<file path="config.mk">
export PLATFORM = sky130hd
export DESIGN_NAME = eep_top
export DESIGN_NICKNAME = d
export VERILOG_FILES = /design/src/rtl/eep_pkg.sv /design/src/rtl/eep_prog_if.sv /design/src/rtl/eep_prog.sv /design/src/rtl/eep_top.sv
export VERILOG_INCLUDE_DIRS = /design/src /design/src/rtl
export SDC_FILE = /design/constraint.sdc
export NUM_CORES = 1
export LEC_CHECK = 0
export BUFFER_PORTS_ARGS = -buffer_cell sky130_fd_sc_hd__buf_2
export CORE_MARGIN = 2
export CORE_UTILIZATION = 58
export CTS_CLUSTER_SIZE = 25
export DETAILED_ROUTE_END_ITERATION = 10
export GPL_TIMING_DRIVEN = 0
export MAX_ROUTING_LAYER = met4
export PLACE_DENSITY = 0.85
export SYNTH_ARGS = -nofsm -noshare
export SYNTH_HDL_FRONTEND = slang
export SYNTH_HIERARCHICAL = 1
export SYNTH_SLANG_ARGS = --single-unit
</file>
<file path="constraint.sdc">
create_clock -name core_clk -period 6.4 [get_ports core_clk]
set_clock_uncertainty 0.15 [all_clocks]
set_input_delay 1.28 -clock core_clk [delete_from_list [all_inputs] [get_ports core_clk]]
set_output_delay 1.28 -clock core_clk [all_outputs]
set_load 0.02 [all_outputs]
</file>
<file path="src/rtl/eep_cfg.svh">
// Constants for the serial EEPROM slave: address code, sizes and timing.
`ifndef EEP_CFG_SVH
`define EEP_CFG_SVH

// ----------------------------------------------------------------------
// Address byte layout
// ----------------------------------------------------------------------
`define EEP_DEV_CODE 4'hA
`define EEP_DEV_CODE_MSB 7
`define EEP_DEV_CODE_LSB 4
`define EEP_STRAP_MSB 3
`define EEP_STRAP_LSB 1
`define EEP_RW_BIT 0

// ----------------------------------------------------------------------
// Array geometry
// ----------------------------------------------------------------------
`define EEP_AW 13
`define EEP_NARROW_TOP_BIT 12
`define EEP_PAGE_BITS 5
`define EEP_PAGE_BYTES 32
`define EEP_BASE_W 8
`define EEP_BYTE_BITS 8

// ----------------------------------------------------------------------
// Timing
// ----------------------------------------------------------------------
`define EEP_CLK_MHZ 100
`define EEP_PROG_TIME_US 5000
`define EEP_PROG_CYCLES (`EEP_PROG_TIME_US * `EEP_CLK_MHZ)
`define EEP_TIMER_W 20
`define EEP_IN_W 7

`endif

</file>
<file path="src/rtl/eep_pkg.sv">
// Types shared by the serial EEPROM slave modules.
package eep_pkg;

  // ----------------------------------------------------------------------
  // Bus protocol phases
  // ----------------------------------------------------------------------
  typedef enum logic [3:0] {
    EEP_IDLE,
    EEP_DEV,
    EEP_ACK_DEV,
    EEP_WA_HI,
    EEP_ACK_HI,
    EEP_WA_LO,
    EEP_ACK_LO,
    EEP_WDATA,
    EEP_ACK_WD,
    EEP_RDATA,
    EEP_RACK
  } eep_link_e;

  // ----------------------------------------------------------------------
  // Program engine phases
  // ----------------------------------------------------------------------
  typedef enum logic [1:0] {
    EEP_PG_IDLE,
    EEP_PG_STORE,
    EEP_PG_WAIT
  } eep_prog_e;

endpackage : eep_pkg

</file>
<file path="src/rtl/eep_prog_if.sv">
// Carrier between the protocol engine and the page program engine.
`timescale 1ns/1ns
interface eep_prog_if;
  logic buf_we;
  logic [4:0] buf_idx;
  logic [7:0] buf_data;
  logic clr;
  logic launch;
  logic [7:0] page_base;
  logic busy;

  modport link (
    output buf_we,
    output buf_idx,
    output buf_data,
    output clr,
    output launch,
    output page_base,
    input busy
  );

  modport prog (
    input buf_we,
    input buf_idx,
    input buf_data,
    input clr,
    input launch,
    input page_base,
    output busy
  );
endinterface : eep_prog_if

</file>
<file path="src/rtl/eep_prog.sv">
// Page buffer and internal write cycle engine of the serial EEPROM slave.
`timescale 1ns/1ns
`include "eep_cfg.svh"
module eep_prog #(
  parameter int unsigned PROG_CYCLES = `EEP_PROG_CYCLES
) (
  input wire logic clk,
  input wire logic rst_n,
  input wire logic ce,
  eep_prog_if.prog pif,
  output logic mem_we,
  output logic [`EEP_AW-1:0] mem_wa,
  output logic [7:0] mem_wd
);

  eep_pkg::eep_prog_e st_ff;
  logic [7:0] page_ff [`EEP_PAGE_BYTES];
  logic [`EEP_PAGE_BYTES-1:0] valid_ff;
  logic [4:0] idx_ff;
  logic [7:0] base_ff;
  logic [`EEP_TIMER_W-1:0] tmr_ff;
  logic busy_ff;

  assign pif.busy = busy_ff;

  // ----------------------------------------------------------------------
  // Page buffer
  // ----------------------------------------------------------------------
  // received slots
  always_ff @(posedge clk or negedge rst_n) begin
    if (!rst_n) begin
      valid_ff <= '0;
    end else if (ce) begin
      if (pif.clr || (st_ff == eep_pkg::EEP_PG_WAIT)) begin
        valid_ff <= '0;
      end else if (pif.buf_we) begin
        valid_ff[pif.buf_idx] <= 1'b1;
      end
    end
  end

  // overwrite in page
  always_ff @(posedge clk) begin
    if (ce && pif.buf_we) begin
      page_ff[pif.buf_idx] <= pif.buf_data;
    end
  end

  // ----------------------------------------------------------------------
  // Program sequence
  // ----------------------------------------------------------------------
  // bounded write cycle
  always_ff @(posedge clk or negedge rst_n) begin
    if (!rst_n) begin
      st_ff <= eep_pkg::EEP_PG_IDLE;
      idx_ff <= 5'h00;
      base_ff <= 8'h00;
      tmr_ff <= '0;
      busy_ff <= 1'b0;
      mem_we <= 1'b0;
      mem_wa <= '0;
      mem_wd <= 8'h00;
    end else if (ce) begin
      mem_we <= 1'b0;
      unique case (st_ff)
        eep_pkg::EEP_PG_IDLE: begin
          if (pif.launch && (|valid_ff)) begin
            st_ff <= eep_pkg::EEP_PG_STORE;
            base_ff <= pif.page_base;
            idx_ff <= 5'h00;
            busy_ff <= 1'b1;
          end
        end
        eep_pkg::EEP_PG_STORE: begin
          mem_we <= valid_ff[idx_ff];
          mem_wa <= {base_ff, idx_ff};
          mem_wd <= page_ff[idx_ff];
          idx_ff <= idx_ff + 5'h01;
          if (idx_ff == 5'h1F) begin
            st_ff <= eep_pkg::EEP_PG_WAIT;
            tmr_ff <= '0;
          end
        end
        eep_pkg::EEP_PG_WAIT: begin
          tmr_ff <= tmr_ff + 1'b1;
          if (tmr_ff >= `EEP_TIMER_W'(PROG_CYCLES - 1)) begin
            st_ff <= eep_pkg::EEP_PG_IDLE;
            busy_ff <= 1'b0;
          end
        end
      endcase
    end
  end

endmodule : eep_prog

</file>
<file path="src/rtl/eep_top.sv">
// Protocol and access logic of a two-wire serial EEPROM slave.
// What this block does
// Byte units, receiver acknowledges on ninth clock.
// Ignore all traffic during internal write cycle.
// Accept only device type code 1010.
// Match three strap bits before acknowledging.
// Master opens with start, address, direction.
// Byte write: ack header, addresses, data; stop programs.
// Word address bit twelve ignored in small variant.
// Page write accepts up to 32 bytes.
// Only low five address bits wrap on writes.
// Program only the locations actually received.
// Write guard high blocks all writes.
// Master holds write guard steady during writes.
// Under write guard, data bytes get no ack.
// Acknowledge polling reveals write cycle completion.
// Master polls preferably with read direction.
// Address counter persists across all transactions.
// Read header: ack, send byte n, counter n+1.
// Master ends read with no ack, stop.
// Reads bump full counter after eighth bit.
// Random read uses dummy write then restart.
// Master ack fetches next byte endlessly.
// Sequential read wraps top address to zero.
// Start and stop are SDA edges, SCL high.
// Data changes only while SCL low.
// Stop during read aborts to standby.
// Internal write cycle ends within 5 ms.
// Counter is 12 or 13 bits by variant.
`timescale 1ns/1ns
`include "eep_cfg.svh"
module eep_top #(
  parameter int unsigned PROG_CYCLES = `EEP_PROG_CYCLES
) (
  input wire logic core_clk,
  input wire logic nrst,
  input wire logic ce,
  input wire logic scl,
  input wire logic sda_in,
  output logic sda_out,
  output logic sda_oe,
  input wire logic wp,
  input wire logic strap_addr_bit0,
  input wire logic strap_addr_bit1,
  input wire logic strap_addr_bit2,
  input wire logic wide_array,
  output logic [`EEP_AW-1:0] mem_rd_addr,
  input wire logic [7:0] mem_rd_data,
  output logic mem_we,
  output logic [`EEP_AW-1:0] mem_wa,
  output logic [7:0] mem_wd,
  output logic busy
);

  // ----------------------------------------------------------------------
  // Reset release
  // ----------------------------------------------------------------------
  logic [1:0] rst_sync_ff;
  logic rst_n;

  always_ff @(posedge core_clk or negedge nrst) begin
    if (!nrst) begin
      rst_sync_ff <= 2'h0;
    end else begin
      rst_sync_ff <= {rst_sync_ff[0], 1'b1};
    end
  end

  assign rst_n = rst_sync_ff[1];

  // ----------------------------------------------------------------------
  // Pin synchronisers
  // ----------------------------------------------------------------------
  logic [`EEP_IN_W-1:0] in_meta_ff;
  logic [`EEP_IN_W-1:0] in_sync_ff;
  logic scl_d_ff;
  logic sda_d_ff;
  logic scl_s;
  logic sda_s;
  logic wp_s;
  logic wide_s;
  logic [2:0] strap_s;

  always_ff @(posedge core_clk or negedge rst_n) begin
    if (!rst_n) begin
      in_meta_ff <= 7'h03;
      in_sync_ff <= 7'h03;
      scl_d_ff <= 1'b1;
      sda_d_ff <= 1'b1;
    end else if (ce) begin
      in_meta_ff <= {wide_array, strap_addr_bit2, strap_addr_bit1, strap_addr_bit0, wp, sda_in, scl};
      in_sync_ff <= in_meta_ff;
      scl_d_ff <= in_sync_ff[0];
      sda_d_ff <= in_sync_ff[1];
    end
  end

  assign scl_s = in_sync_ff[0];
  assign sda_s = in_sync_ff[1];
  assign wp_s = in_sync_ff[2];
  assign strap_s = in_sync_ff[5:3];
  assign wide_s = in_sync_ff[6];

  // ----------------------------------------------------------------------
  // Bus events
  // ----------------------------------------------------------------------
  eep_prog_if pif ();
  eep_pkg::eep_link_e st_ff;
  logic [3:0] bit_cnt_ff;
  logic [7:0] shreg_ff;
  logic [7:0] addr_hi_ff;
  logic [7:0] rd_shift_ff;
  logic [`EEP_AW-1:0] addr_ff;
  logic busy_ff;
  logic start_ev;
  logic stop_ev;
  logic scl_rise;
  logic scl_fall;
  logic rx_state;
  logic byte_done;
  logic dev_match;
  logic byte_ack;
  logic rd_last_bit;
  logic wr_accept;

  // start and stop
  assign start_ev = scl_s && scl_d_ff && sda_d_ff && !sda_s;
  assign stop_ev = scl_s && scl_d_ff && !sda_d_ff && sda_s;
  // data on SCL edges
  assign scl_rise = scl_s && !scl_d_ff;
  assign scl_fall = !scl_s && scl_d_ff;

  assign rx_state = (st_ff == eep_pkg::EEP_DEV) || (st_ff == eep_pkg::EEP_WA_HI) ||
                    (st_ff == eep_pkg::EEP_WA_LO) || (st_ff == eep_pkg::EEP_WDATA);
  // ack after eight bits
  assign byte_done = rx_state && scl_fall && (bit_cnt_ff == 4'h8);
  // device type code
  // strap comparison
  assign dev_match = (shreg_ff[`EEP_DEV_CODE_MSB:`EEP_DEV_CODE_LSB] == `EEP_DEV_CODE) &&
                     (shreg_ff[`EEP_STRAP_MSB:`EEP_STRAP_LSB] == strap_s);
  // guard blocks writes
  assign wr_accept = (st_ff == eep_pkg::EEP_WDATA) && byte_done && !wp_s;
  // no data ack
  assign byte_ack = (st_ff == eep_pkg::EEP_DEV) ? dev_match :
                    (st_ff == eep_pkg::EEP_WDATA) ? !wp_s : 1'b1;
  assign rd_last_bit = (st_ff == eep_pkg::EEP_RDATA) && scl_fall && (bit_cnt_ff == 4'h7);

  // ----------------------------------------------------------------------
  // Address helpers
  // ----------------------------------------------------------------------
  // bit twelve ignored
  function automatic logic [`EEP_AW-1:0] eep_mask(input logic [`EEP_AW-1:0] a, input logic wide);
    logic [`EEP_AW-1:0] r;
    r = a;
    if (!wide) begin
      r[`EEP_NARROW_TOP_BIT] = 1'b0;
    end
    return r;
  endfunction : eep_mask

  // ----------------------------------------------------------------------
  // Protocol sequence
  // ----------------------------------------------------------------------
  always_ff @(posedge core_clk or negedge rst_n) begin
    if (!rst_n) begin
      st_ff <= eep_pkg::EEP_IDLE;
      bit_cnt_ff <= 4'h0;
      shreg_ff <= 8'h00;
    end else if (ce) begin
      if (start_ev) begin
        // ignore while busy
        st_ff <= busy_ff ? eep_pkg::EEP_IDLE : eep_pkg::EEP_DEV;
        bit_cnt_ff <= 4'h0;
      end else if (stop_ev) begin
        // stop aborts read
        st_ff <= eep_pkg::EEP_IDLE;
      end else begin
        unique case (st_ff)
          eep_pkg::EEP_IDLE: begin
            bit_cnt_ff <= 4'h0;
          end
          eep_pkg::EEP_DEV, eep_pkg::EEP_WA_HI, eep_pkg::EEP_WA_LO, eep_pkg::EEP_WDATA: begin
            if (scl_rise && (bit_cnt_ff != 4'h8)) begin
              shreg_ff <= {shreg_ff[6:0], sda_s};
              bit_cnt_ff <= bit_cnt_ff + 4'h1;
            end
            if (byte_done) begin
              unique case (st_ff)
                eep_pkg::EEP_DEV: st_ff <= dev_match ? eep_pkg::EEP_ACK_DEV : eep_pkg::EEP_IDLE;
                eep_pkg::EEP_WA_HI: st_ff <= eep_pkg::EEP_ACK_HI;
                eep_pkg::EEP_WA_LO: st_ff <= eep_pkg::EEP_ACK_LO;
                default: st_ff <= eep_pkg::EEP_ACK_WD;
              endcase
            end
          end
          eep_pkg::EEP_ACK_DEV: begin
            if (scl_fall) begin
              bit_cnt_ff <= 4'h0;
              // read header
              st_ff <= shreg_ff[`EEP_RW_BIT] ? eep_pkg::EEP_RDATA : eep_pkg::EEP_WA_HI;
            end
          end
          eep_pkg::EEP_ACK_HI: begin
            if (scl_fall) begin
              bit_cnt_ff <= 4'h0;
              st_ff <= eep_pkg::EEP_WA_LO;
            end
          end
          eep_pkg::EEP_ACK_LO, eep_pkg::EEP_ACK_WD: begin
            if (scl_fall) begin
              bit_cnt_ff <= 4'h0;
              // more data bytes
              st_ff <= eep_pkg::EEP_WDATA;
            end
          end
          eep_pkg::EEP_RDATA: begin
            if (scl_fall) begin
              bit_cnt_ff <= bit_cnt_ff + 4'h1;
              if (bit_cnt_ff == 4'h7) begin
                st_ff <= eep_pkg::EEP_RACK;
              end
            end
          end
          eep_pkg::EEP_RACK: begin
            if (scl_rise && sda_s) begin
              // master ends read
              st_ff <= eep_pkg::EEP_IDLE;
            end else if (scl_fall) begin
              // next byte
              bit_cnt_ff <= 4'h0;
              st_ff <= eep_pkg::EEP_RDATA;
            end
          end
        endcase
      end
    end
  end

  // ----------------------------------------------------------------------
  // High word address byte
  // ----------------------------------------------------------------------
  always_ff @(posedge core_clk or negedge rst_n) begin
    if (!rst_n) begin
      addr_hi_ff <= 8'h00;
    end else if (ce && byte_done && (st_ff == eep_pkg::EEP_WA_HI)) begin
      addr_hi_ff <= shreg_ff;
    end
  end

  // ----------------------------------------------------------------------
  // Address counter
  // ----------------------------------------------------------------------
  // counter persists
  // counter width
  always_ff @(posedge core_clk or negedge rst_n) begin
    if (!rst_n) begin
      addr_ff <= '0;
    end else if (ce) begin
      if (byte_done && (st_ff == eep_pkg::EEP_WA_LO)) begin
        // dummy write loads
        addr_ff <= eep_mask({addr_hi_ff[4:0], shreg_ff}, wide_s);
      end else if (wr_accept) begin
        // low bits wrap
        addr_ff <= {addr_ff[`EEP_AW-1:`EEP_PAGE_BITS], addr_ff[4:0] + 5'h01};
      end else if (rd_last_bit) begin
        // read increment
        // wrap to zero
        addr_ff <= eep_mask(addr_ff + 1'b1, wide_s);
      end
    end
  end

  assign mem_rd_addr = addr_ff;

  // ----------------------------------------------------------------------
  // SDA driver
  // ----------------------------------------------------------------------
  always_ff @(posedge core_clk or negedge rst_n) begin
    if (!rst_n) begin
      sda_oe <= 1'b0;
      sda_out <= 1'b0;
      rd_shift_ff <= 8'h00;
    end else if (ce) begin
      sda_out <= 1'b0;
      if (start_ev || stop_ev || busy_ff) begin
        sda_oe <= 1'b0;
      end else if (byte_done) begin
        // drive ack
        sda_oe <= byte_ack;
      end else if (scl_fall) begin
        if (((st_ff == eep_pkg::EEP_ACK_DEV) && shreg_ff[`EEP_RW_BIT]) || (st_ff == eep_pkg::EEP_RACK)) begin
          // send byte n
          sda_oe <= !mem_rd_data[7];
          rd_shift_ff <= {mem_rd_data[6:0], 1'b0};
        end else if ((st_ff == eep_pkg::EEP_RDATA) && (bit_cnt_ff != 4'h7)) begin
          sda_oe <= !rd_shift_ff[7];
          rd_shift_ff <= {rd_shift_ff[6:0], 1'b0};
        end else begin
          sda_oe <= 1'b0;
        end
      end
    end
  end

  // ----------------------------------------------------------------------
  // Page buffer feed and launch
  // ----------------------------------------------------------------------
  logic buf_we_ff;
  logic [4:0] buf_idx_ff;
  logic [7:0] buf_data_ff;
  logic clr_ff;
  logic launch_ff;
  logic [7:0] base_ff;

  always_ff @(posedge core_clk or negedge rst_n) begin
    if (!rst_n) begin
      buf_we_ff <= 1'b0;
      buf_idx_ff <= 5'h00;
      buf_data_ff <= 8'h00;
      clr_ff <= 1'b0;
      launch_ff <= 1'b0;
      base_ff <= 8'h00;
      busy_ff <= 1'b0;
    end else if (ce) begin
      busy_ff <= pif.busy;
      // store received bytes
      buf_we_ff <= wr_accept;
      buf_idx_ff <= addr_ff[4:0];
      buf_data_ff <= shreg_ff;
      clr_ff <= byte_done && (st_ff == eep_pkg::EEP_WA_LO);
      // stop launches write
      launch_ff <= stop_ev && ((st_ff == eep_pkg::EEP_WDATA) || (st_ff == eep_pkg::EEP_ACK_WD));
      base_ff <= addr_ff[`EEP_AW-1:`EEP_PAGE_BITS];
    end
  end

  assign pif.buf_we = buf_we_ff;
  assign pif.buf_idx = buf_idx_ff;
  assign pif.buf_data = buf_data_ff;
  assign pif.clr = clr_ff;
  assign pif.launch = launch_ff;
  assign pif.page_base = base_ff;
  // busy withholds ack
  assign busy = busy_ff;

  // ----------------------------------------------------------------------
  // Program engine
  // ----------------------------------------------------------------------
  eep_prog #(
    .PROG_CYCLES(PROG_CYCLES)
  ) u_prog (
    .clk(core_clk),
    .rst_n(rst_n),
    .ce(ce),
    .pif(pif.prog),
    .mem_we(mem_we),
    .mem_wa(mem_wa),
    .mem_wd(mem_wd)
  );

endmodule : eep_top

</file>
* Yosys cells after proc, flatten, opt, wreduce, memory -nomap -nowiden *
Memories as Yosys holds them, arrays and structs flattened. A register that Yosys moved wholly into a read port is not among the register bits.
Cells that the tools add are included.

storage, ports and cells
  flip-flop bits (word level) = 168
  bits in writable memories = 256
  output and inout port bits = 38
  logic and storage cells = 203
  memories = 1

memory list
  memory          depth  width  rd ports  clocked after memory_dff  write ports  line            source
  u_prog.page_ff  32     8      1         1                         1            eep_prog.sv:17  logic [7:0] page_ff [`EEP_PAGE_BYTES];

cells by class
  add/subtract/negate cells = 5
  magnitude comparators = 4
  equal/unequal tests = 34
  multiplexer cells = 56
  bitwise logic cells = 5
  reductions and logical operators = 70

operators with widths
  kind                   count
  $mux 4                 17
  $mux 32                2
  $pmux 20 s2            1
  $mux 13                3
  $or 32x32->32          1
  $reduce_or 32->1       1
  $ne 4x4->1 const B     7
  $logic_and 1x1->1      25
  $pmux 4 s6             1
  $add 20x1->20 const B  1
  $eq 4x3->1 const B     5
  $eq 4x4->1 const B     5
  $ge 20x19->1 const B   1
  $mux 20                1
  $pmux 4 s5             1
  $mux 1                 17
  $mux 8                 2
  $reduce_and 5->1       3
  $add 13x1->13 const B  1
  $lt 5x6->1 const B     2
  $pmux 4 s3             1
  $reduce_and 3->1       4
  $reduce_bool 2->1      6
  $add 5x1->5 const B    2
  32 further kinds       64

* Logic depth before layout (Yosys ltp) *
Gate-level depths: netlist of run 1.

  depth after elaboration = 10
  gate-level depth with buffers = 11
  depth with buffers taken out = 9

* Cells and area by module *
The synthesis of run 1 kept the hierarchy.

by module, submodules not included
  module    times used  cells each  area an instance (um2)  sequential area each (um2)
  eep_prog  1           762         13999.7                 9939.5
  eep_top   1           374         4271.6                  2134.5

* Worst setup path after synthesis of run 1 *
Ideal clock, no wire load.

  path type = input to register
  start = input ce
  end = memory u_prog.page_ff[10][0], enable pin
  data arrival time = 2271 ps
  data required time = 5876 ps
  path slack = 3605 ps
  stages = 3
  path buffers = 1
  cells stage by stage = clkbuf_1 -> nand4b_1 -> nor2_1

between the ends
  cells in the longest elaborated chain, start to end = 3

RTL lines
  item                          line            source
  start: declaration            eep_top.sv:37   input wire logic ce,
  $logic_and 1x1->1             eep_prog.sv:44  if (ce && pif.buf_we) begin
  $mux 1                        eep_prog.sv:44
  $mux 1 (not written as such)  eep_prog.sv:45  page_ff[pif.buf_idx] <= pif.buf_data;
  end: declaration              eep_prog.sv:17

No other way between the ends.

* Final worst setup path of run 1 *
  start = register u_prog.idx_ff[2]
  end = register u_prog.tmr_ff[17]

between the ends
  cells in the longest elaborated chain, start to end = 3

RTL lines
  item                        line            source
  start: declaration          eep_prog.sv:19  logic [4:0] idx_ff;
  start signal: assignment    eep_prog.sv:78  idx_ff <= idx_ff + 5'h01;
  $eq 5x5->1                  eep_prog.sv:79  if (idx_ff == 5'h1F) begin
  $ne 2x1->1 (no line)        -
  $reduce_and 3->1 (no line)  -
  end signal: assignment      eep_prog.sv:85  tmr_ff <= tmr_ff + 1'b1;
  end: declaration            eep_prog.sv:21  logic [`EEP_TIMER_W-1:0] tmr_ff;

No other way between the ends.
A chain may end at the register's enable or synchronous reset.

==> results of run 1 <==
==> layout make-up <==
cell class,instances,area (um2),area share
Sequential cell,431,12100,0.590
Multi-Input combinational cell,620,5770,0.282
Clock buffer,61,1210,0.0589
Tap cell,396,495,0.0242
Buffer,58,328,0.0160
Timing Repair Buffer,56,325,0.0159
Clock inverter,18,165,0.00807
Inverter,27,101,0.00495
==> power groups by stage <==
stage | sequential, mW | clock [mW] | combinational (mW)
final | 3.32 | 2.44 | 1.45
after detailed placement | 3.38 | 0 | 1.43
after global routing | 3.35 | 2.57 | 1.54
after CTS | 3.32 | 2.47 | 1.45
after floorplan | 3.35 | 0 | 1.00
after global placement | 3.38 | 0 | 1.38
==> state kept, by name, summed over array words and instances (netlist names), 2 cells and up <==
signal and flops:
buf_idx_ff 5, mem_rd_addr 13, in_meta_ff 7, base_ff 8, u_prog/base_ff 8, buf_data_ff 8, shreg_ff 8, st_ff 4
rst_sync_ff 2, u_prog/valid_ff 32, in_sync_ff 7, bit_cnt_ff 4, u_prog/st_ff 2, u_prog/page_ff 256, addr_hi_ff 5, u_prog/tmr_ff 20
rd_shift_ff 7, u_prog/mem_wa 13, u_prog/mem_wd 8, u_prog/idx_ff 5
==> synthesized netlist by cell type (3+ instances only) <==
| cell type | n | area [um2] |
|---|---|---|
| edfxtp_1 | 256 | 7690 |
| dfrtp_1 | 169 | 4230 |
| mux2_2 | 73 | 822 |
| mux4_2 | 73 | 1640 |
| nor2_1 | 70 | 263 |
| nand2_1 | 54 | 203 |
| mux2i_1 | 35 | 350 |
| o21a_1 | 32 | 240 |
| inv_1 | 26 | 97.6 |
| o21ai_0 | 24 | 120 |
| clkbuf_1 | 22 | 82.6 |
| a21oi_1 | 19 | 95.1 |
| o21ai_1 | 18 | 90.1 |
| buf_2 | 17 | 85.1 |
| nand4_1 | 15 | 93.8 |
| nand3_1 | 12 | 60.1 |
| nor4_1 | 12 | 75.1 |
| o22ai_1 | 12 | 75.1 |
| nand2b_1 | 10 | 62.6 |
| ha_1 | 9 | 113 |
| xor2_1 | 9 | 78.8 |
| mux4_1 | 8 | 210 |
| nand3b_1 | 8 | 60.1 |
| nor3_1 | 8 | 40.0 |
| and3_1 | 7 | 43.8 |
| buf_4 | 7 | 52.6 |
| a31oi_1 | 6 | 37.5 |
| buf_1 | 6 | 22.5 |
| dfstp_2 | 6 | 158 |
| o31ai_1 | 6 | 45.0 |
| or3_1 | 6 | 37.5 |
| xnor2_1 | 6 | 52.6 |
| a221o_1 | 5 | 50.1 |
| buf_6 | 4 | 45.0 |
| nor2b_1 | 4 | 25.0 |
| o21ai_2 | 4 | 35.0 |
| o31a_1 | 4 | 35.0 |
| a211oi_1 | 3 | 22.5 |
| a22oi_1 | 3 | 22.5 |
| a2bb2oi_1 | 3 | 26.3 |
| and4_1 | 3 | 26.3 |
| nand4b_1 | 3 | 26.3 |
| nor4bb_1 | 3 | 30.0 |
==> critical path, delay by kind of cell (launching register included) <==
| family | cells | cell delay (ns) |
|---|---|---|
| and+or+nand+nor | 4 | 1.23 |
| buffers and inverters | 3 | 1.10 |
| muxes | 2 | 0.47 |
| DFF | 1 | 0.40 |
| adders and majority gates | 1 | 0.25 |
==> cell families after synthesis <==
family | after synthesis | synth area share
AO/OA/AOI/OAI | 171 | 0.0675
XOR/XNOR | 15 | 0.00719
adder cells (fa/ha/maj) | 9 | 0.00616
buffers and inverters | 85 | 0.0235
flip-flops | 431 | 0.661
multiplexers | 190 | 0.166
other | 2 | 0.000411
AND/OR/NAND/NOR | 233 | 0.0682
==> per-stage QoR <==
stage	total power, mW	std cells	instance area, um2
floorplan	4.35	1136	18300
detailed placement	4.81	1588	19100
CTS	7.24	1667	20500
finish	7.21	1667	20500
global route	7.46	1667	20500
global placement	4.76	1586	19000
==> layer usage <==
layer / track usage / vias up
met3: 0.0375 / 107
met5: - / -
met2: 0.427 / 570
met4: 0.0862 / 0
li1: - / 4632
met1: 0.342 / 5643
==> worst paths after layout <==
| kind | end | slack (ns) | cells after the start |
|---|---|---|---|
| hold reg to reg | bit_cnt_ff[3]$_DFFE_PN0P_ | 0.19 | 0 |
| hold / removal | bit_cnt_ff[3]$_DFFE_PN0P_ | 0.19 | 0 |
| min in group core_clk | rst_sync_ff[1]$_DFF_PN0_ | 0.20 | 0 |
| setup reg to reg | u_prog/tmr_ff[17]$_DFFE_PN0P_ | 2.66 | 10 |
| setup / recovery | u_prog/tmr_ff[17]$_DFFE_PN0P_ | 2.66 | 10 |
| max in group asynchronous | u_prog/mem_wd[1]$_DFFE_PN0P_ | 5.14 | 1 |
==> summary.txt, run 1 <==
Clocking
  – Htree depth: 2
  – Number of clock buffers inserted by TritonCTS: 43
  – Clock Pin Slew Worst Setup and Hold Paths: 0.06 ns
  – Skew-Pair Late Insertion Delay: 0.54 ns
  – Buffers from clock root to sink, at most: 3
  – Number of sinks driven by the clock tree: 431
  – Post_cts resized: 0
  – Hold-fix buffer count after cts: 0
  – Clock tree root buffer cell: clkbuf_16
  – Number of buffers inserted to repair setup after CTS: 0
  – CTS tree: built

Logic synthesis
  – Nets in the synthesized netlist: 1,163
  – EDFF count, synth: 256
  – Part of the Yosys area used for sequential elements: 0.661
  – Leading register cell type out of synthesis: edfxtp_1
  – Proportion of synthesized flip-flops having asynchronous set or reset: 0.406
  – Yosys warnings: 6
  – Count of distinct cell types in the synthesized netlist: 82
  – Syn Area/Cell: 16.1 um2
  – Combined area of all synthesized cells: 0.0183 mm2
  – Post-synthesis instance total: 1,136
  – Yosys reg bits: 431

Floorplan
  – Std-Cell Core Area: 0.0308 mm2
  – Rows: 64
  – IO Count: 56
  – Die span in y: 181 um
  – Effective utilization at floorplan: 0.593
  – Die footprint: 0.0329 mm2
  – Chip Width: 181 um

Timing
  – Transition time of the tightest slew-check pin: 1.23 ns
  – Maximum clock frequency: 268 MHz
  – Final setup viols: 0
  – Post-route clock period utilization: 0.584
  – Setup ws final: 2.66 ns
  – Final Slew Violations: 0
  – Final setup TNS: 0 ns
  – Hold violation total from the final report: 0
  – Setup repair after global routing missed its margin: false
  – Relative slew margins: 0.178
  – Min cycle time layout: 3.74 ns
  – Hold slack final: 0.194 ns

Cells and area
  – Commonest cells after routing, fill and taps aside: edfxtp_1, dfrtp_1, mux2_2, mux4_2, buf_2
  – Fraction of final layout cells sized beyond drive strength 1: 0.253
  – Most common library cell in the layout ignoring fill and taps: edfxtp_1
  – Total number of nets in the final design: 1,264
  – Post-route core utilization: 0.664
  – Area growth from synthesis to layout: 12.0%
  – FILL cells: 1,963
  – Total inserted antenna cells: 0

Routing
  – Sum of met2 wire segment lengths after detailed routing: 20.8 mm
  – Wire length per cell: 24.5 um
  – Drt first pass iters: 6
  – Post-route ant nets: 0
  – Uppermost signal routing layer after detailed routing: met4
  – M1 WL: 15.8 mm
  – Wire length on met3: 2.98 mm
  – Remaining routing DRC violations: 0
  – Total length of routed wires: 40.9 mm
  – Vias per Instance: 6.57
  – DR vias: 11.0k
  – Detailed router's first-iteration violation count: 1,250

Flow run
  – Max-cap violations: 0

Global route
  – Total congestion overflow after global routing: 0
  – Number of antenna violations at the first check in global routing: 0
  – Number of global-route vias before repair: 10.9k
  – Global-route total usage across every layer: 0.261
  – Largest net degree at the start of global routing: 70
  – First-pass GRT wire length: 63.4 mm

Critical path
  – Req. time, crit path: 6.66 ns
  – Slowest CP cell: buf_1
  – Arrival time of the worst setup path: 4.00 ns
  – Critical path startpoint category: flop
  – Launching instance or port of the critical path: u_prog/idx_ff[2]$_DFFE_PN0P_
  – Startpoint of the most critical register-to-register path: u_prog/idx_ff[2]$_DFFE_PN0P_
  – Setup Crit Path Kind: reg -> reg
  – Maximum fanout along the worst path: 10
  – Most Frequent Cell on Critical Path: mux2_2
  – Slowest stage delay, CP: 0.43 ns
  – Type of element capturing the critical path: flop
  – Cell breakdown of the critical path: clkinv_1 -> buf_2 -> buf_1 -> nor3_1 -> ha_1 -> mux2_2 -> nor4b_4 -> and4_1 -> nand3_1 -> mux2_2

Power and ir drop
  – Total leakage power: 7.88 nW
  – Share of total power in sequential cells: 0.461
  – Pwr/cell area: 352 mW/mm2
  – Part of the power in the clock network: 0.338
  – Combinational cell fraction of total power: 0.201
  – Internal Power: 5.19 mW
  – Maximum VDD drop: 0.223 mV
  – Net load switching power: 2.02 mW
  – Switching share of power: 0.280

Place
  – Weighted congestion reported at the end of routability-driven placement: 0.887
  – Post-detailed-placement half-perimeter wirelength: 26.4 mm
  – Count of input and output buffers: 54
  – Setup Slack @ Placement: 2.51 ns

Hold path
  – Worst min-delay path category: reg -> async

Run status
  – Run status: finished, final reports clean
Note: power is estimated with default switching activity, not from simulation.
==> run 2: changes to the inputs <==
--- a/config.mk
+++ b/config.mk
@@ -8,12 +8,12 @@
 export LEC_CHECK = 0
 export BUFFER_PORTS_ARGS = -buffer_cell sky130_fd_sc_hd__buf_2
 export CORE_MARGIN = 2
-export CORE_UTILIZATION = 58
+export CORE_UTILIZATION = 56
 export CTS_CLUSTER_SIZE = 25
 export DETAILED_ROUTE_END_ITERATION = 10
 export GPL_TIMING_DRIVEN = 0
 export MAX_ROUTING_LAYER = met4
-export PLACE_DENSITY = 0.85
+export PLACE_DENSITY = 0.86
 export SYNTH_ARGS = -nofsm -noshare
 export SYNTH_HDL_FRONTEND = slang
 export SYNTH_HIERARCHICAL = 1
==> constraint.sdc (replaced) <==
create_clock -name core_clk -period 3.2 [get_ports core_clk]
set_clock_uncertainty 0.15 [all_clocks]
set_input_delay 0.64 -clock core_clk [delete_from_list [all_inputs] [get_ports core_clk]]
set_output_delay 0.64 -clock core_clk [all_outputs]
set_load 0.02 [all_outputs]
==> summary.txt, run 2 (synthesis results as in run 1) <==
Run status
  – Run status: finished, final reports clean (unchanged)

Routing
  – Detailed router's first-iteration violation count: 1,468 (was 1,250)
  – Remaining routing DRC violations: 0 (unchanged)
  – Post-route ant nets: 0 (unchanged)
  – Drt first pass iters: 6 (unchanged)
  – Total length of routed wires: 42.6 mm (was 40.9 mm)
  – DR vias: 11.1k (was 11.0k)
  – Wire length per cell: 24.9 um (was 24.5 um)
  – Vias per Instance: 6.49 (was 6.57)

Flow run
  – Max-cap violations: 0 (unchanged)

Clocking
  – CTS tree: built (unchanged)
  – Number of sinks driven by the clock tree: 431 (unchanged)
  – Skew-Pair Late Insertion Delay: 0.55 ns (was 0.54 ns)
  – Clock tree root buffer cell: clkbuf_16 (unchanged)
  – Clock Pin Slew Worst Setup and Hold Paths: 0.06 ns (about the same)
  – Htree depth: 2 (unchanged)
  – Number of clock buffers inserted by TritonCTS: 43 (unchanged)
  – Buffers from clock root to sink, at most: 3 (unchanged)

Timing
  – Min cycle time layout: 3.06 ns (was 3.74 ns)
  – Setup repair after global routing missed its margin: false (unchanged)
  – Hold slack final: 0.172 ns (was 0.194 ns)
  – Maximum clock frequency: 327 MHz (was 268 MHz)
  – Transition time of the tightest slew-check pin: 1.24 ns (was 1.23 ns)
  – Relative slew margins: 0.172 (was 0.178)
  – Post-route clock period utilization: 0.955 (was 0.584)
  – Hold violation total from the final report: 0 (unchanged)
  – Final setup TNS: 0 ns (unchanged)
  – Final setup viols: 0 (unchanged)
  – Final Slew Violations: 0 (unchanged)

Floorplan
  – Die footprint: 0.0341 mm2 (was 0.0329 mm2)
  – Std-Cell Core Area: 0.0324 mm2 (was 0.0308 mm2)
  – Effective utilization at floorplan: 0.564 (was 0.593)
  – Die span in y: 185 um (was 181 um)
  – Rows: 66 (was 64)
  – IO Count: 56 (unchanged)
  – Chip Width: 185 um (was 181 um)

Critical path
  – Type of element capturing the critical path: flop (unchanged)
  – Req. time, crit path: 3.48 ns (was 6.66 ns)
  – Setup Crit Path Kind: reg -> reg (unchanged)
  – Maximum fanout along the worst path: 19 (was 10)
  – Critical path startpoint category: flop (unchanged)
  – Arrival time of the worst setup path: 3.34 ns (was 4.00 ns)

Cells and area
  – Largest register by flop count: u_prog/page_ff (unchanged)
  – Most common library cell in the layout ignoring fill and taps: edfxtp_1 (unchanged)
  – Final cell count without fillers: 1,714 (was 1,667)
  – Fraction of final layout cells sized beyond drive strength 1: 0.256 (was 0.253)
  – Max FFs per register: 256 (unchanged)
  – Total number of nets in the final design: 1,264 (unchanged)
  – FILL cells: 2,217 (was 1,963)
  – Commonest cells after routing, fill and taps aside: edfxtp_1, dfrtp_1, mux2_2, mux4_2 (was edfxtp_1, dfrtp_1, mux2_2, mux4_2, buf_2)
  – Top Registers: u_prog/page_ff (256), u_prog/valid_ff (32), u_prog/tmr_ff (20) (unchanged)
  – Area growth from synthesis to layout: 12.3% (was 12.0%)

Global route
  – Total congestion overflow after global routing: 0 (unchanged)
  – First-pass GRT wire length: 66.4 mm (was 63.4 mm)
  – Number of antenna violations at the first check in global routing: 0 (unchanged)
  – Largest net degree at the start of global routing: 71 (was 70)
  – Global-route total usage across every layer: 0.267 (was 0.261)
  – Number of global-route vias before repair: 11.4k (was 10.9k)

Place
  – Count of input and output buffers: 54 (unchanged)
  – Number of cells in the design after placement: 1,634 (was 1,588)
  – Post-detailed-placement half-perimeter wirelength: 27.2 mm (was 26.4 mm)
  – Weighted congestion reported at the end of routability-driven placement: 0.891 (was 0.887)

Power and ir drop
  – Pwr/cell area: 703 mW/mm2 (was 352 mW/mm2)
  – Total leakage power: 7.88 nW (about the same)
  – Maximum VDD drop: 0.470 mV (was 0.223 mV)

Hold path
  – Worst min-delay path category: in -> reg (was reg -> async)
## run 2: cell types whose count changed in the layout (fill, tap and decap cells not counted), sizes merged
cell,previous run,this run
clkbuf,83,79
clkinv,14,17
bufinv,3,2
diode,0,1
dlygate4sd3,0,1
inv,26,27
## run 2: metrics by stage
| step | util | worst slack [ns] | instance area, um2 | power (mW) |
|---|---|---|---|---|
| CTS | 0.633 | 0.0561 | 20500 | 14.5 |
| finish | 0.634 | 0.144 | 20500 | 14.4 |
| floorplan | - | 0.164 | 18300 | 8.71 |
| global placement | 0.590 | -0.833 | 19100 | 9.50 |
| detailed placement | 0.592 | -0.303 | 19200 | 9.63 |
| global route | 0.634 | 0.0260 | 20500 | 14.9 |
## run 2: power by group
group | internal, mW | switching [mW]
Combinational | 1.25 | 1.65
Clock | 2.75 | 2.10
Sequential | 6.26 | 0.405
## run 2: area by class of cell
| cell class | instances | area (um2) | share of cell area |
|---|---|---|---|
| diodes | 1 | 2.50 | 0.000122 |
| repair buffers | 59 | 350 | 0.0171 |
| multi-input cells | 620 | 5770 | 0.281 |
| clock buffers | 58 | 1170 | 0.0572 |
| well taps | 442 | 553 | 0.0270 |
| inverters | 27 | 105 | 0.00512 |
| flip-flops and latches | 431 | 12100 | 0.589 |
| clock inverters | 21 | 168 | 0.00817 |
| plain buffers | 55 | 320 | 0.0156 |
## run 2: path summary, 6_finish.rpt
check | start | endpoint | slack, ns | cells past startpoint
max in group asynchronous | rst_sync_ff[1]$_DFF_PN0_ | in_meta_ff[0]$_DFFE_PN1P_ | 1.89 | 1
min reg2reg | rst_sync_ff[1]$_DFF_PN0_ | base_ff[1]$_DFFE_PN0P_ | 0.20 | 0
max | u_prog/idx_ff[2]$_DFFE_PN0P_ | u_prog/tmr_ff[17]$_DFFE_PN0P_ | 0.14 | 9
max reg2reg | u_prog/idx_ff[2]$_DFFE_PN0P_ | u_prog/tmr_ff[17]$_DFFE_PN0P_ | 0.14 | 9
min | wide_array | in_meta_ff[6]$_DFFE_PN0P_ | 0.17 | 2
min in group asynchronous | rst_sync_ff[1]$_DFF_PN0_ | base_ff[1]$_DFFE_PN0P_ | 0.20 | 0
## run 2: repair_timing
| item | CTS | global route |
|---|---|---|
| hold endpoints to repair | 2 | 0 |
| resized for setup | 1 | 3 |
| hold buffers | 1 | 0 |
| setup endpoints to repair | 20 | 19 |
| setup buffers | 0 | 2 |
## run 2: layer usage
| metal | GRT usage | vias to the layer above | wire [um] |
|---|---|---|---|
| met1 | 0.343 | 5704 | 16100 |
| met5 | - | - | 0 |
| met2 | 0.438 | 660 | 21800 |
| li1 | - | 4632 | - |
| met4 | 0.0987 | 0 | 1410 |
| met3 | 0.0397 | 131 | 3300 |
## run 2: critical path: stages (launching register included)
cell and delay (ns):
dfrtp_1 0.43, clkinvlp_4 0.26, buf_4 0.34, nor3_1 0.29
ha_1 0.25, mux2_2 0.19, nor4b_4 0.31, and4_1 0.33
nand3_1 0.11, mux2_2 0.27
==> run 3: changes to the inputs <==
--- a/config.mk
+++ b/config.mk
@@ -14,6 +14,7 @@
 export GPL_TIMING_DRIVEN = 0
 export MAX_ROUTING_LAYER = met4
 export PLACE_DENSITY = 0.86
+export SETUP_SLACK_MARGIN = 0.5
 export SYNTH_ARGS = -nofsm -noshare
 export SYNTH_HDL_FRONTEND = slang
 export SYNTH_HIERARCHICAL = 1
==> summary.txt, run 3 (synthesis results as in run 1) <==
Floorplan
  – Die span in y: 185 um (unchanged)
  – Effective utilization at floorplan: 0.564 (unchanged)
  – Std-Cell Core Area: 0.0324 mm2 (unchanged)
  – Die footprint: 0.0341 mm2 (unchanged)
  – Chip Width: 185 um (unchanged)
  – IO Count: 56 (unchanged)
  – Rows: 66 (unchanged)

Cells and area
  – Design Area, Final: 0.0207 mm2 (was 0.0205 mm2)
  – Total inserted antenna cells: 0 (was 1)
  – Max FFs per register: 256 (unchanged)
  – Total number of nets in the final design: 1,267 (was 1,264)
  – Area growth from synthesis to layout: 13.3% (was 12.3%)
  – Largest register by flop count: u_prog/page_ff (unchanged)
  – Top Registers: u_prog/page_ff (256), u_prog/valid_ff (32), u_prog/tmr_ff (20) (unchanged)
  – Most common library cell in the layout ignoring fill and taps: edfxtp_1 (unchanged)
  – Fraction of final layout cells sized beyond drive strength 1: 0.275 (was 0.256)
  – FILL cells: 2,203 (was 2,217)
  – Final cell count without fillers: 1,714 (unchanged)
  – Commonest cells after routing, fill and taps aside: edfxtp_1, dfrtp_1, mux2_2, mux4_2, buf_2 (was edfxtp_1, dfrtp_1, mux2_2, mux4_2)

Hold path
  – Number of instances on the worst hold path: 2 (unchanged)
  – Hold_sp: strap_addr_bit2 (was wide_array)
  – Worst min-delay path category: in -> reg (unchanged)

Routing
  – DR vias: 11.0k (was 11.1k)
  – Detailed router's first-iteration violation count: 1,217 (was 1,468)
  – Drt first pass iters: 6 (unchanged)
  – Post-route ant nets: 0 (unchanged)
  – Vias per Instance: 6.41 (was 6.49)
  – Wire length per cell: 24.8 um (was 24.9 um)
  – Total length of routed wires: 42.6 mm (about the same)
  – Remaining routing DRC violations: 0 (unchanged)

Timing
  – Final Slew Violations: 0 (unchanged)
  – Relative slew margins: 0.186 (was 0.172)
  – Hold violation total from the final report: 0 (unchanged)
  – Maximum clock frequency: 351 MHz (was 327 MHz)
  – Hold slack final: 0.180 ns (was 0.172 ns)
  – Final setup viols: 0 (unchanged)
  – Min cycle time layout: 2.85 ns (was 3.06 ns)
  – Post-route clock period utilization: 0.892 (was 0.955)
  – Setup repair after global routing missed its margin: true (was false)
  – Transition time of the tightest slew-check pin: 1.22 ns (was 1.24 ns)

Power and ir drop
  – Total leakage power: 7.96 nW (was 7.88 nW)
  – Maximum VDD drop: 0.587 mV (was 0.470 mV)
  – Pwr/cell area: 710 mW/mm2 (was 703 mW/mm2)

Clocking
  – Buffers from clock root to sink, at most: 3 (unchanged)
  – Skew-Pair Late Insertion Delay: 0.54 ns (was 0.55 ns)
  – Clock Pin Slew Worst Setup and Hold Paths: 0.06 ns (about the same)
  – Htree depth: 2 (unchanged)
  – Clock tree root buffer cell: clkbuf_16 (unchanged)
  – Number of clock buffers inserted by TritonCTS: 41 (was 43)
  – CTS tree: built (unchanged)
  – Number of sinks driven by the clock tree: 431 (unchanged)

Critical path
  – Worst R2R End: u_prog/tmr_ff[17]$_DFFE_PN0P_ (unchanged)
  – R2R Setup Slk: 0.53 ns (was 0.14 ns)
  – Maximum fanout along the worst path: 10 (was 19)
  – Launching instance or port of the critical path: ce (was u_prog/idx_ff[2]$_DFFE_PN0P_)
  – Slowest stage delay, CP: 0.97 ns (was 0.43 ns)
  – Arrival time of the worst setup path: 2.85 ns (was 3.34 ns)
  – R2R depth: 10 (was 9)
  – Setup Crit Path Kind: in -> reg (was reg -> reg)
  – Kind of cell adding the most delay to the critical path: simple AND/OR/NAND/NOR gates (unchanged)
  – Logic depth of the worst setup path including buffers: 4 (was 9)
  – Crit path to: u_prog/page_ff[22][7]$_DFFE_PP_ (was u_prog/tmr_ff[17]$_DFFE_PN0P_)
  – Slowest CP cell: nor2_1 (was dfrtp_1)
  – Startpoint of the most critical register-to-register path: u_prog/idx_ff[2]$_DFFE_PN0P_ (unchanged)
  – Type of element capturing the critical path: flop (unchanged)
  – Worst Path Buf+Inv: 2 (unchanged)
  – Critical path startpoint category: input port (was flop)
  – Cell breakdown of the critical path: buf_2 -> clkbuf_1 -> nand4b_1 -> nor2_1 (was clkinvlp_4 -> buf_4 -> nor3_1 -> ha_1 -> mux2_2 -> nor4b_4 -> and4_1 -> nand3_1 -> mux2_2)
  – Req. time, crit path: 3.20 ns (was 3.48 ns)

Place
  – Count of input and output buffers: 54 (unchanged)
  – Number of cells in the design after placement: 1,634 (unchanged)
  – Placed instance area: 0.0192 mm2 (about the same)
  – Post-detailed-placement half-perimeter wirelength: 27.0 mm (was 27.2 mm)
  – Weighted congestion reported at the end of routability-driven placement: 0.885 (was 0.891)

Global route
  – First-pass GRT wire length: 65.6 mm (was 66.4 mm)
  – Number of global-route vias before repair: 11.3k (was 11.4k)
  – Number of antenna violations at the first check in global routing: 0 (unchanged)
  – Largest net degree at the start of global routing: 70 (was 71)
  – Total congestion overflow after global routing: 0 (unchanged)
  – Global-route total usage across every layer: 0.264 (was 0.267)

Run status
  – Run status: finished, final reports clean (unchanged)

Flow run
  – Max-cap violations: 0 (unchanged)
## run 3: changes by cell type in the layout (fill, tap and decap cells not counted), moves of 3 or more
cell / change
nor2_1: -8
buf_2: -5
bufinv_16: +4
nor2_2: +8
clkbuf_1: -5
buf_4: +3
buf_6: +4
clkbuf_4: +3
clkinv_1: -4
## run 3: layout make-up
cell class / count / area (um2) / area share
Inverter: 27 / 106 / 0.00514
Timing Repair Buffer: 61 / 365 / 0.0176
Multi-Input combinational cell: 620 / 5820 / 0.281
Clock inverter: 22 / 273 / 0.0132
Tap cell: 442 / 553 / 0.0267
Clock buffer: 53 / 1130 / 0.0548
Buffer: 58 / 372 / 0.0180
Sequential cell: 431 / 12100 / 0.583
## run 3: through the flow
step	util	setup WS (ns)	setup TNS, ns	power (mW)
6_report	0.639	0.347	0	14.7
5_1_grt	0.639	0.264	0	15.2
4_1_cts	0.637	0.451	0	14.7
3_5_place_dp	0.592	-0.103	-1.84	9.62
3_3_place_gp	0.590	-0.0345	-0.0539	9.49
2_1_floorplan	-	0.557	0	8.71
## run 3: worst min path at each step
stage                                end  slack (ns)
5_1_grt        in_meta_ff[6]$_DFFE_PN0P_        0.18
3_5_place_dp    rst_sync_ff[1]$_DFF_PN0_        0.20
2_1_floorplan   rst_sync_ff[1]$_DFF_PN0_        0.18
3_3_place_gp    rst_sync_ff[1]$_DFF_PN0_        0.19
4_1_cts        in_meta_ff[1]$_DFFE_PN1P_        0.18
6_report       in_meta_ff[5]$_DFFE_PN0P_        0.18
## run 3: report_power, final
part / switching, mW / total (mW) / internal (mW)
Sequential: 0.396 / 6.65 / 6.25
Clock: 2.06 / 5.07 / 3.00
Combinational: 1.66 / 2.97 / 1.31
## run 3: routing by layer
| metal | track usage | part of all wire | vias to the layer above |
|---|---|---|---|
| met5 | - | 0 | - |
| met1 | 0.328 | 0.38 | 5607 |
| li1 | - | - | 4647 |
| met2 | 0.442 | 0.51 | 592 |
| met3 | 0.0427 | 0.068 | 139 |
| met4 | 0.0975 | 0.037 | 0 |
## run 3: repair_timing
item / CTS / global route
hold buffers: 1 / 0
endpoints found under the hold margin: 2 / 0
buffers inserted: 2 / 2
endpoints found under the setup margin: 61 / 139
pin swaps: 0 / 2
gates resized for setup: 21 / 16
